$ cat config.mk
export PLATFORM = sky130hd
export DESIGN_NAME = pfc_dev_flat
export DESIGN_NICKNAME = d
export VERILOG_FILES = /design/src/core/pfc_pkg.sv /design/src/core/pfc_if.sv /design/src/core/pfc_fifo.sv /design/src/core/pfc_dev.sv /design/src/flat_wrapper.sv
export SDC_FILE = /design/constraint.sdc
export NUM_CORES = 1
export LEC_CHECK = 0
export ABC_AREA = 1
export BUFFER_PORTS_ARGS = -buffer_cell sky130_fd_sc_hd__buf_2
export CAP_MARGIN = 10
export CORE_ASPECT_RATIO = 1.5
export CORE_UTILIZATION = 66
export CTS_CLUSTER_SIZE = 12
export DETAILED_ROUTE_END_ITERATION = 8
export PLACE_DENSITY = 0.95
export SLEW_MARGIN = 5
export SYNTH_ARGS = -nofsm -noshare
export SYNTH_HDL_FRONTEND = slang
export SYNTH_SLANG_ARGS = --single-unit
$ cat constraint.sdc
create_clock -name sys_clk -period 11.25 [get_ports sys_clk]
set_clock_uncertainty 0.05 [all_clocks]
set_input_delay 1.125 -clock sys_clk [delete_from_list [all_inputs] [get_ports sys_clk]]
set_output_delay 1.125 -clock sys_clk [all_outputs]
set_load 0.05 [all_outputs]
$ cat src/core/pfc_pkg.sv
// package: widths, field codes and fifo sizing for the progressive to field converter
package pfc_pkg;
    localparam int          PFC_PIX_W     = 24;
    localparam int          PFC_DIM_W     = 16;
    localparam int          PFC_FIFO_D    = 16;
    // fifo word: field, vsync, hsync, pixel
    localparam int          PFC_WORD_W    = PFC_PIX_W + 3;
    localparam int          PFC_HS_BIT    = PFC_PIX_W;
    localparam int          PFC_VS_BIT    = PFC_PIX_W + 1;
    localparam int          PFC_FLD_BIT   = PFC_PIX_W + 2;
    localparam logic        PFC_FIELD_ODD = 1'b0;
    localparam logic        PFC_FIELD_EVN = 1'b1;
    localparam logic [15:0] PFC_CNT_RST   = 16'h0000;
    localparam logic [15:0] PFC_CNT_ONE   = 16'h0001;
endpackage

$ cat src/core/pfc_if.sv
// interface: video stream link between source/sink ends and the converter
interface pfc_if;
    import pfc_pkg::*;
    logic [PFC_PIX_W-1:0] in_pix;
    logic                 in_vsync;
    logic                 in_hsync;
    logic                 in_valid;
    logic                 in_ready;
    logic [PFC_PIX_W-1:0] out_pix;
    logic                 out_field;
    logic                 out_vsync;
    logic                 out_hsync;
    logic                 out_valid;
    logic                 out_ready;

    modport dev (
        input  in_pix, in_vsync, in_hsync, in_valid, out_ready,
        output in_ready, out_pix, out_field, out_vsync, out_hsync, out_valid
    );
    modport host (
        output in_pix, in_vsync, in_hsync, in_valid, out_ready,
        input  in_ready, out_pix, out_field, out_vsync, out_hsync, out_valid
    );
endinterface

$ cat src/core/pfc_fifo.sv
// module: flip-flop fifo with valid/ready on both sides
module pfc_fifo #(
    parameter int WIDTH = 27,
    parameter int DEPTH = 16
) (
    // clock and reset
    input  wire logic             sys_clk,
    input  wire logic             resetn,
    // fill side
    input  wire logic [WIDTH-1:0] wr_data,
    input  wire logic             wr_valid,
    output logic                  wr_ready,
    // drain side
    output logic      [WIDTH-1:0] rd_data,
    output logic                  rd_valid,
    input  wire logic             rd_ready
);
    localparam int AW = $clog2(DEPTH);

    logic [WIDTH-1:0] mem_q [DEPTH];
    logic [AW-1:0]    wp_q;
    logic [AW-1:0]    rp_q;
    logic [AW:0]      cnt_q;
    logic [AW:0]      cnt_d;
    logic             room_q;
    wire              push = wr_valid && wr_ready;
    wire              pop  = rd_valid && rd_ready;

    // ready comes from a flop so the fill side sees no path through the count compare
    assign cnt_d    = (AW+1)'(cnt_q + push - pop);
    assign wr_ready = room_q;
    assign rd_valid = (cnt_q != '0);
    assign rd_data  = mem_q[rp_q];

    always_ff @(posedge sys_clk) begin
        if (!resetn) begin
            wp_q  <= '0;
            rp_q  <= '0;
            cnt_q <= '0;
            room_q <= 1'b1;
        end else begin
            if (push) wp_q <= AW'(wp_q + 1'b1);
            if (pop) rp_q <= AW'(rp_q + 1'b1);
            cnt_q <= cnt_d;
            room_q <= (cnt_d != (AW+1)'(DEPTH));
        end
    end

    always_ff @(posedge sys_clk) begin
        if (push) mem_q[wp_q] <= wr_data;
    end
endmodule

$ cat src/core/pfc_dev.sv
// module: converter end, progressive frames in, interlaced fields out
// Functional notes
// - input moves when valid and ready high
// - output moves when valid and ready high
// - source marks frame and line starts
// - line start without frame: vsync low, hsync high
// - output syncs mark first field pixel
// - field flag odd low, even high, steady
// - field holds half lines, full width
// - frame size from two 16-bit inputs
// - one field out per frame in
// - 24-bit pixels pass unchanged
// - source holds data while ready low
// - sink ignores data when valid low
// - one output pixel per clock possible
// - fifo drains without further input
// - sink always ready lets source ignore ready
module pfc_dev
    import pfc_pkg::*;
(
    // clock and reset
    input  wire logic                 sys_clk,
    input  wire logic                 resetn,
    // frame size
    input  wire logic [PFC_DIM_W-1:0] pixels_per_line,
    input  wire logic [PFC_DIM_W-1:0] lines_per_frame,
    // stream link
    pfc_if.dev                        lnk
);
    // ------------------------------------------------------------
    // input position tracking
    // ------------------------------------------------------------
    typedef enum logic [1:0] {
        PFC_LN_IDLE,
        PFC_LN_KEEP,
        PFC_LN_SKIP
    } pfc_ln_st_t;

    pfc_ln_st_t            st_q;
    pfc_ln_st_t            st_d;
    logic [PFC_DIM_W-1:0]  px_q;
    logic [PFC_DIM_W-1:0]  ln_q;
    logic                  parity_q;
    logic                  first_q;
    logic                  fifo_rdy;
    logic [PFC_WORD_W-1:0] f_dout;
    logic                  f_val;
    logic                  f_rdy;

    // wraps at the counter width; a frame larger than the size inputs loses its excess
    function automatic logic [PFC_DIM_W-1:0] step(logic [PFC_DIM_W-1:0] v);
        return PFC_DIM_W'(v + PFC_CNT_ONE);
    endfunction

    // a line belongs to the field when its index parity matches and it lies inside the frame
    function automatic logic line_kept(
        logic [PFC_DIM_W-1:0] idx,
        logic                 par,
        logic [PFC_DIM_W-1:0] lim
    );
        return (idx[0] == par) && (idx < lim);
    endfunction

    // ------------------------------------------------------------
    // link decode
    // ------------------------------------------------------------
    assign lnk.in_ready = fifo_rdy;

    wire                 in_go    = lnk.in_valid && fifo_rdy;
    wire                 sof      = lnk.in_vsync;
    // a frame start is also a line start, even if the source left hsync low
    wire                 sol      = lnk.in_hsync || lnk.in_vsync;
    wire                 started  = (st_q != PFC_LN_IDLE);
    // the pixel that opens a new frame already belongs to the next field
    wire                 par_now  = (sof && started) ? ~parity_q : parity_q;
    wire [PFC_DIM_W-1:0] line_idx = sof ? PFC_CNT_RST : (sol ? step(ln_q) : ln_q);
    wire [PFC_DIM_W-1:0] px_idx   = sol ? PFC_CNT_RST : px_q;
    wire                 ln_take  = line_kept(line_idx, par_now, lines_per_frame);
    wire                 px_take  = (px_idx < pixels_per_line);

    // ------------------------------------------------------------
    // line keep decision
    // ------------------------------------------------------------
    // pixels seen before the first frame start after reset are dropped:
    // a field can only begin on a frame boundary
    always_comb begin
        case (st_q)
            PFC_LN_IDLE: begin
                st_d = sof ? (ln_take ? PFC_LN_KEEP : PFC_LN_SKIP) : PFC_LN_IDLE;
            end
            PFC_LN_KEEP,
            PFC_LN_SKIP: begin
                st_d = sol ? (ln_take ? PFC_LN_KEEP : PFC_LN_SKIP) : st_q;
            end
            default: begin
                st_d = PFC_LN_IDLE;
            end
        endcase
    end

    wire                  keep = (st_d == PFC_LN_KEEP) && px_take;
    wire                  mark = keep && (sof || first_q);

    // ------------------------------------------------------------
    // fifo fill word
    // ------------------------------------------------------------
    // a dropped line still advances counters; fifo only sees kept pixels
    wire                  push = in_go && keep;
    wire [PFC_WORD_W-1:0] word = {par_now, mark, mark, lnk.in_pix};

    always_ff @(posedge sys_clk) begin
        if (!resetn) begin
            st_q     <= PFC_LN_IDLE;
            px_q     <= PFC_CNT_RST;
            ln_q     <= PFC_CNT_RST;
            parity_q <= PFC_FIELD_ODD;
            first_q  <= 1'b0;
        end else if (in_go) begin
            st_q     <= st_d;
            ln_q     <= line_idx;
            px_q     <= step(px_idx);
            parity_q <= par_now;
            first_q  <= keep ? 1'b0 : (sof || first_q);
        end
    end

    // ------------------------------------------------------------
    // output buffer
    // ------------------------------------------------------------
    pfc_fifo #(
        .WIDTH (PFC_WORD_W),
        .DEPTH (PFC_FIFO_D)
    ) i_pfc_fifo (
        .sys_clk  (sys_clk),
        .resetn   (resetn),
        .wr_data  (word),
        .wr_valid (push),
        .wr_ready (fifo_rdy),
        .rd_data  (f_dout),
        .rd_valid (f_val),
        .rd_ready (f_rdy)
    );

    // ------------------------------------------------------------
    // registered output stage
    // ------------------------------------------------------------
    logic [PFC_PIX_W-1:0] pix_q;
    logic                 fld_q;
    logic                 vs_q;
    logic                 hs_q;
    logic                 val_q;

    // skid-free stage: load whenever empty or being taken, so full rate holds
    assign f_rdy = !val_q || lnk.out_ready;
    wire load = f_val && f_rdy;

    always_ff @(posedge sys_clk) begin
        if (!resetn) begin
            val_q <= 1'b0;
            pix_q <= '0;
            fld_q <= PFC_FIELD_ODD;
            vs_q  <= 1'b0;
            hs_q  <= 1'b0;
        end else if (f_rdy) begin
            val_q <= load;
            pix_q <= f_dout[PFC_PIX_W-1:0];
            fld_q <= f_dout[PFC_FLD_BIT];
            vs_q  <= f_dout[PFC_VS_BIT];
            hs_q  <= f_dout[PFC_HS_BIT];
        end
    end

    assign lnk.out_pix   = pix_q;
    assign lnk.out_field = fld_q;
    assign lnk.out_vsync = vs_q;
    assign lnk.out_hsync = hs_q;
    assign lnk.out_valid = val_q;
endmodule

$ cat src/flat_wrapper.sv
// flat-port wrapper written by rule: the top's interface ports become plain ports
module pfc_dev_flat import pfc_pkg::*;
  (sys_clk, resetn, pixels_per_line, lines_per_frame, lnk_in_pix, lnk_in_vsync, lnk_in_hsync, lnk_in_valid, lnk_out_ready, lnk_in_ready, lnk_out_pix, lnk_out_field, lnk_out_vsync, lnk_out_hsync, lnk_out_valid);
  pfc_if lnk_i ();
  input  wire logic sys_clk;
  input  wire logic resetn;
  input  wire logic [PFC_DIM_W-1:0] pixels_per_line;
  input  wire logic [PFC_DIM_W-1:0] lines_per_frame;
  input wire logic [$bits(lnk_i.in_pix)-1:0] lnk_in_pix;
  input wire logic [$bits(lnk_i.in_vsync)-1:0] lnk_in_vsync;
  input wire logic [$bits(lnk_i.in_hsync)-1:0] lnk_in_hsync;
  input wire logic [$bits(lnk_i.in_valid)-1:0] lnk_in_valid;
  input wire logic [$bits(lnk_i.out_ready)-1:0] lnk_out_ready;
  output wire logic [$bits(lnk_i.in_ready)-1:0] lnk_in_ready;
  output wire logic [$bits(lnk_i.out_pix)-1:0] lnk_out_pix;
  output wire logic [$bits(lnk_i.out_field)-1:0] lnk_out_field;
  output wire logic [$bits(lnk_i.out_vsync)-1:0] lnk_out_vsync;
  output wire logic [$bits(lnk_i.out_hsync)-1:0] lnk_out_hsync;
  output wire logic [$bits(lnk_i.out_valid)-1:0] lnk_out_valid;
  assign lnk_i.in_pix = lnk_in_pix;
  assign lnk_i.in_vsync = lnk_in_vsync;
  assign lnk_i.in_hsync = lnk_in_hsync;
  assign lnk_i.in_valid = lnk_in_valid;
  assign lnk_i.out_ready = lnk_out_ready;
  assign lnk_in_ready = lnk_i.in_ready;
  assign lnk_out_pix = lnk_i.out_pix;
  assign lnk_out_field = lnk_i.out_field;
  assign lnk_out_vsync = lnk_i.out_vsync;
  assign lnk_out_hsync = lnk_i.out_hsync;
  assign lnk_out_valid = lnk_i.out_valid;
  pfc_dev u_core (.sys_clk(sys_clk), .resetn(resetn), .pixels_per_line(pixels_per_line), .lines_per_frame(lines_per_frame), .lnk(lnk_i));
endmodule
==> reports/qor.txt <==
final WL = 53200 microns
cts hold-fix bufs = 0
GR Util All Layers = 33.8%
Worst VDD drop = 0.175 mV
largest net degree at the start of global routing = 120
EDFF count, synth = 416
vias in the first global route = 15100
mapped cell area = 20600 sq um
min Tclk post-route = 6190 ps
Iter 0 DRT Violations = 1788
RSZ-0062 raised after global routing = false
Avg Synthesized Cell Area = 11.6 sq um
Required @ worst endpoint = 11640 ps
IO Pins = 91
layout cells sized above 1 = 10.6%
Cells after DPL = 2169
starting density of the core = 67.7%
Leak Pwr = 8.09 nW
maximum clock path buffer count = 3
Pwr Total = 4.94 mW
CTS tree = built
switching share of total power = 34.8%
Yosys cell types = 43
Pwr per Cell Area = 217 nW/um^2
FMAX = 161 MHz
crit share post-route = 55.1%
outcome = completed
synthesized instance count = 1775
DRT Pass-1 Iters = 6
clk_lat worst skew = 560 ps
Syn Nets = 1883
crit-path max cell delay = 400 ps
Setup TNS = 0 ps
routability cong. = 0.873
first-pass GRT wire length = 81500 microns
Sequential Power Share = 43.2%
Post-DP Area = 21400 sq um
die area = 32000 sq um
die span in y = 219 microns
clock sink count = 493
Vias per Instance = 6.69
Core Footprint = 30400 sq um
Crit path arrival time = 6590 ps
commonest register cell after synthesis = edfxtp_1
Worst Setup End Kind = flip-flop
Wirelength per Cell = 23.6 microns
Fillers = 1737
Max Cap Viol = 0
CTS buffer count = 47
Worst-path clk slew = 60 ps
CP Launch Type = input pin
IO buf count = 90
R2R Setup Slk = 5750 ps
Post-CTS Setup Bufs = 0
final setup vio count = 0
die width = 146 microns
Sw Pwr = 1.72 mW
worst-path fanout max = 23
gr ovfl total = 0
non-filler cells, final = 2256
CP max stage cell = fa_1
Synth Register Bits = 493
Slew Limit Fails = 0
Final Cell Area = 22700 sq um
register area share after synthesis = 68.0%
Area growth syn-to-layout = 10.1%
Routed Antenna Nets = 0
Rows = 78
worst slew pin tran = 1170 ps
Tightest Hold Check Type = reg -> reg
clock power share = 29.2%
final net count = 1926
Via Count = 15100
Root Driver = clkbuf_16
Final Hold Violating Endpoints = 0
Crit Path Class = in -> reg
drt drc = 0
Pint = 3.22 mW
max_slew headroom = 22.1%
asr flop ratio synth = 0%
CTS H-tree lvls = 2
DP HPWL = 29500 microns
post-cts resize count = 0
Comb pwr share = 27.6%
initial antenna violation count = 3
yosys warns = 0
==> worst max-delay path, delay by kind of cell <==
kind | cells | cell delay, ps
AOI/OAI and AO/OA | 6 | 1070
and+or+nand+nor | 21 | 2580
buffers and inverters | 6 | 560
adders and majority gates | 4 | 1220
==> per-stage QoR <==
stage,util [%],worst slack [ps],hold slack [ps]
finish,74.6,5060,440
floorplan,-,5630,402
global placement,70.2,4830,415
detailed placement,70.2,4590,425
global route,74.6,4430,450
CTS,74.6,5100,434
==> layout make-up <==
cell class                      instances  area (sq um)  area share, %
Tap cell                              400           500           2.20
Antenna cell                            2          5.00         0.0220
Clock buffer                           82          1320           5.80
Sequential cell                       493         14000           61.8
Multi-Input combinational cell       1033          5750           25.3
Timing Repair Buffer                  101           533           2.35
Clock inverter                          3          21.3         0.0936
Inverter                              142           547           2.41
==> cell usage in the layout (no fill, tap or decap), types with 45 or more instances in the layout <==
cell,n
dfxtp_1,74
nor2_1,303
o21ai_0,235
inv_1,131
clkbuf_16,47
nand2_1,88
o221ai_1,79
ha_1,45
nand3_1,77
edfxtp_1,416
a21oi_1,51
buf_2,90
==> metal layers <==
layer | wire length [microns] | share of wire [%] | track usage [%] | up-vias
met5 | 22 | 0.041 | 0 | -
met4 | 3580 | 6.7 | 23.0 | 4
met3 | 5610 | 11 | 5.74 | 267
met2 | 27000 | 51 | 58.3 | 1265
met1 | 17000 | 32 | 38.7 | 7024
li1 | - | - | - | 6525
==> Yosys cell counts, types with 2 or more instances <==
library cell	number	area, sq um
nor4_1	3	18.8
edfxtp_1	416	12500
nor3_1	16	80.1
buf_1	4	15.0
o221ai_1	79	692
clkbuf_1	99	372
inv_2	4	15.0
nand2_1	88	330
a211oi_1	5	37.5
or2_2	2	12.5
o211ai_1	26	195
nand2_4	4	45.0
a22oi_1	2	15.0
inv_1	133	499
nor2_4	2	22.5
nand3_1	77	385
nand3_2	2	20.0
nand2_2	4	25.0
buf_4	2	15.0
a21oi_1	51	255
a311oi_1	2	17.5
inv_6	2	17.5
nand4_1	12	75.1
clkinv_1	3	11.3
ha_1	45	563
a31oi_1	2	12.5
nor2_1	319	1200
o22ai_1	26	163
dfxtp_1	77	1540
o21ai_0	235	1180
o21a_1	5	37.5
o311ai_0	13	114
xor2_1	5	43.8
==> path summary, 6_finish.rpt <==
kind / startpoint / endpoint / depth (start not counted)
worst min-delay path: u_core.ln_q[6] / u_core.ln_q[6] / 2
worst min register to register: u_core.ln_q[6] / u_core.ln_q[6] / 2
worst max-delay path: lnk_in_vsync / u_core.i_pfc_fifo.wr_ready / 37
worst max register to register: u_core.ln_q[0] / u_core.i_pfc_fifo.wr_ready / 33
==> flip-flops by register name (all words and copies together) (netlist names), 2 cells and up <==
| register | count |
|---|---|
| u_core.i_pfc_fifo.mem_q | 416 |
| u_core.lnk.out_pix | 24 |
| u_core.ln_q | 16 |
| u_core.px_q | 16 |
| u_core.i_pfc_fifo.cnt_q | 5 |
| u_core.i_pfc_fifo.rp_q | 4 |
| u_core.i_pfc_fifo.wp_q | 4 |
| u_core.st_q | 2 |
==> power groups by stage <==
stage	clock (mW)	combinational [mW]	sequential (mW)
floorplan	0	0.792	2.28
global placement	0	1.22	2.16
detailed placement	0	1.30	2.17
CTS	1.44	1.33	2.13
global route	1.51	1.46	2.14
finish	1.44	1.36	2.13
==> logic make-up (layout without fill, tap and decap cells) <==
family | after synthesis | after routing | share of synthesized area (%)
other | 0 | 2 | 0
DFF | 493 | 493 | 68.0
adders and majority gates | 46 | 46 | 2.83
xor gates and xnor gates | 6 | 6 | 0.255
AOI/OAI and AO/OA | 448 | 448 | 13.3
and+or+nand+nor | 533 | 533 | 10.9
buffers and inverters | 249 | 328 | 4.66
Power figures use the tool's default switching activity.
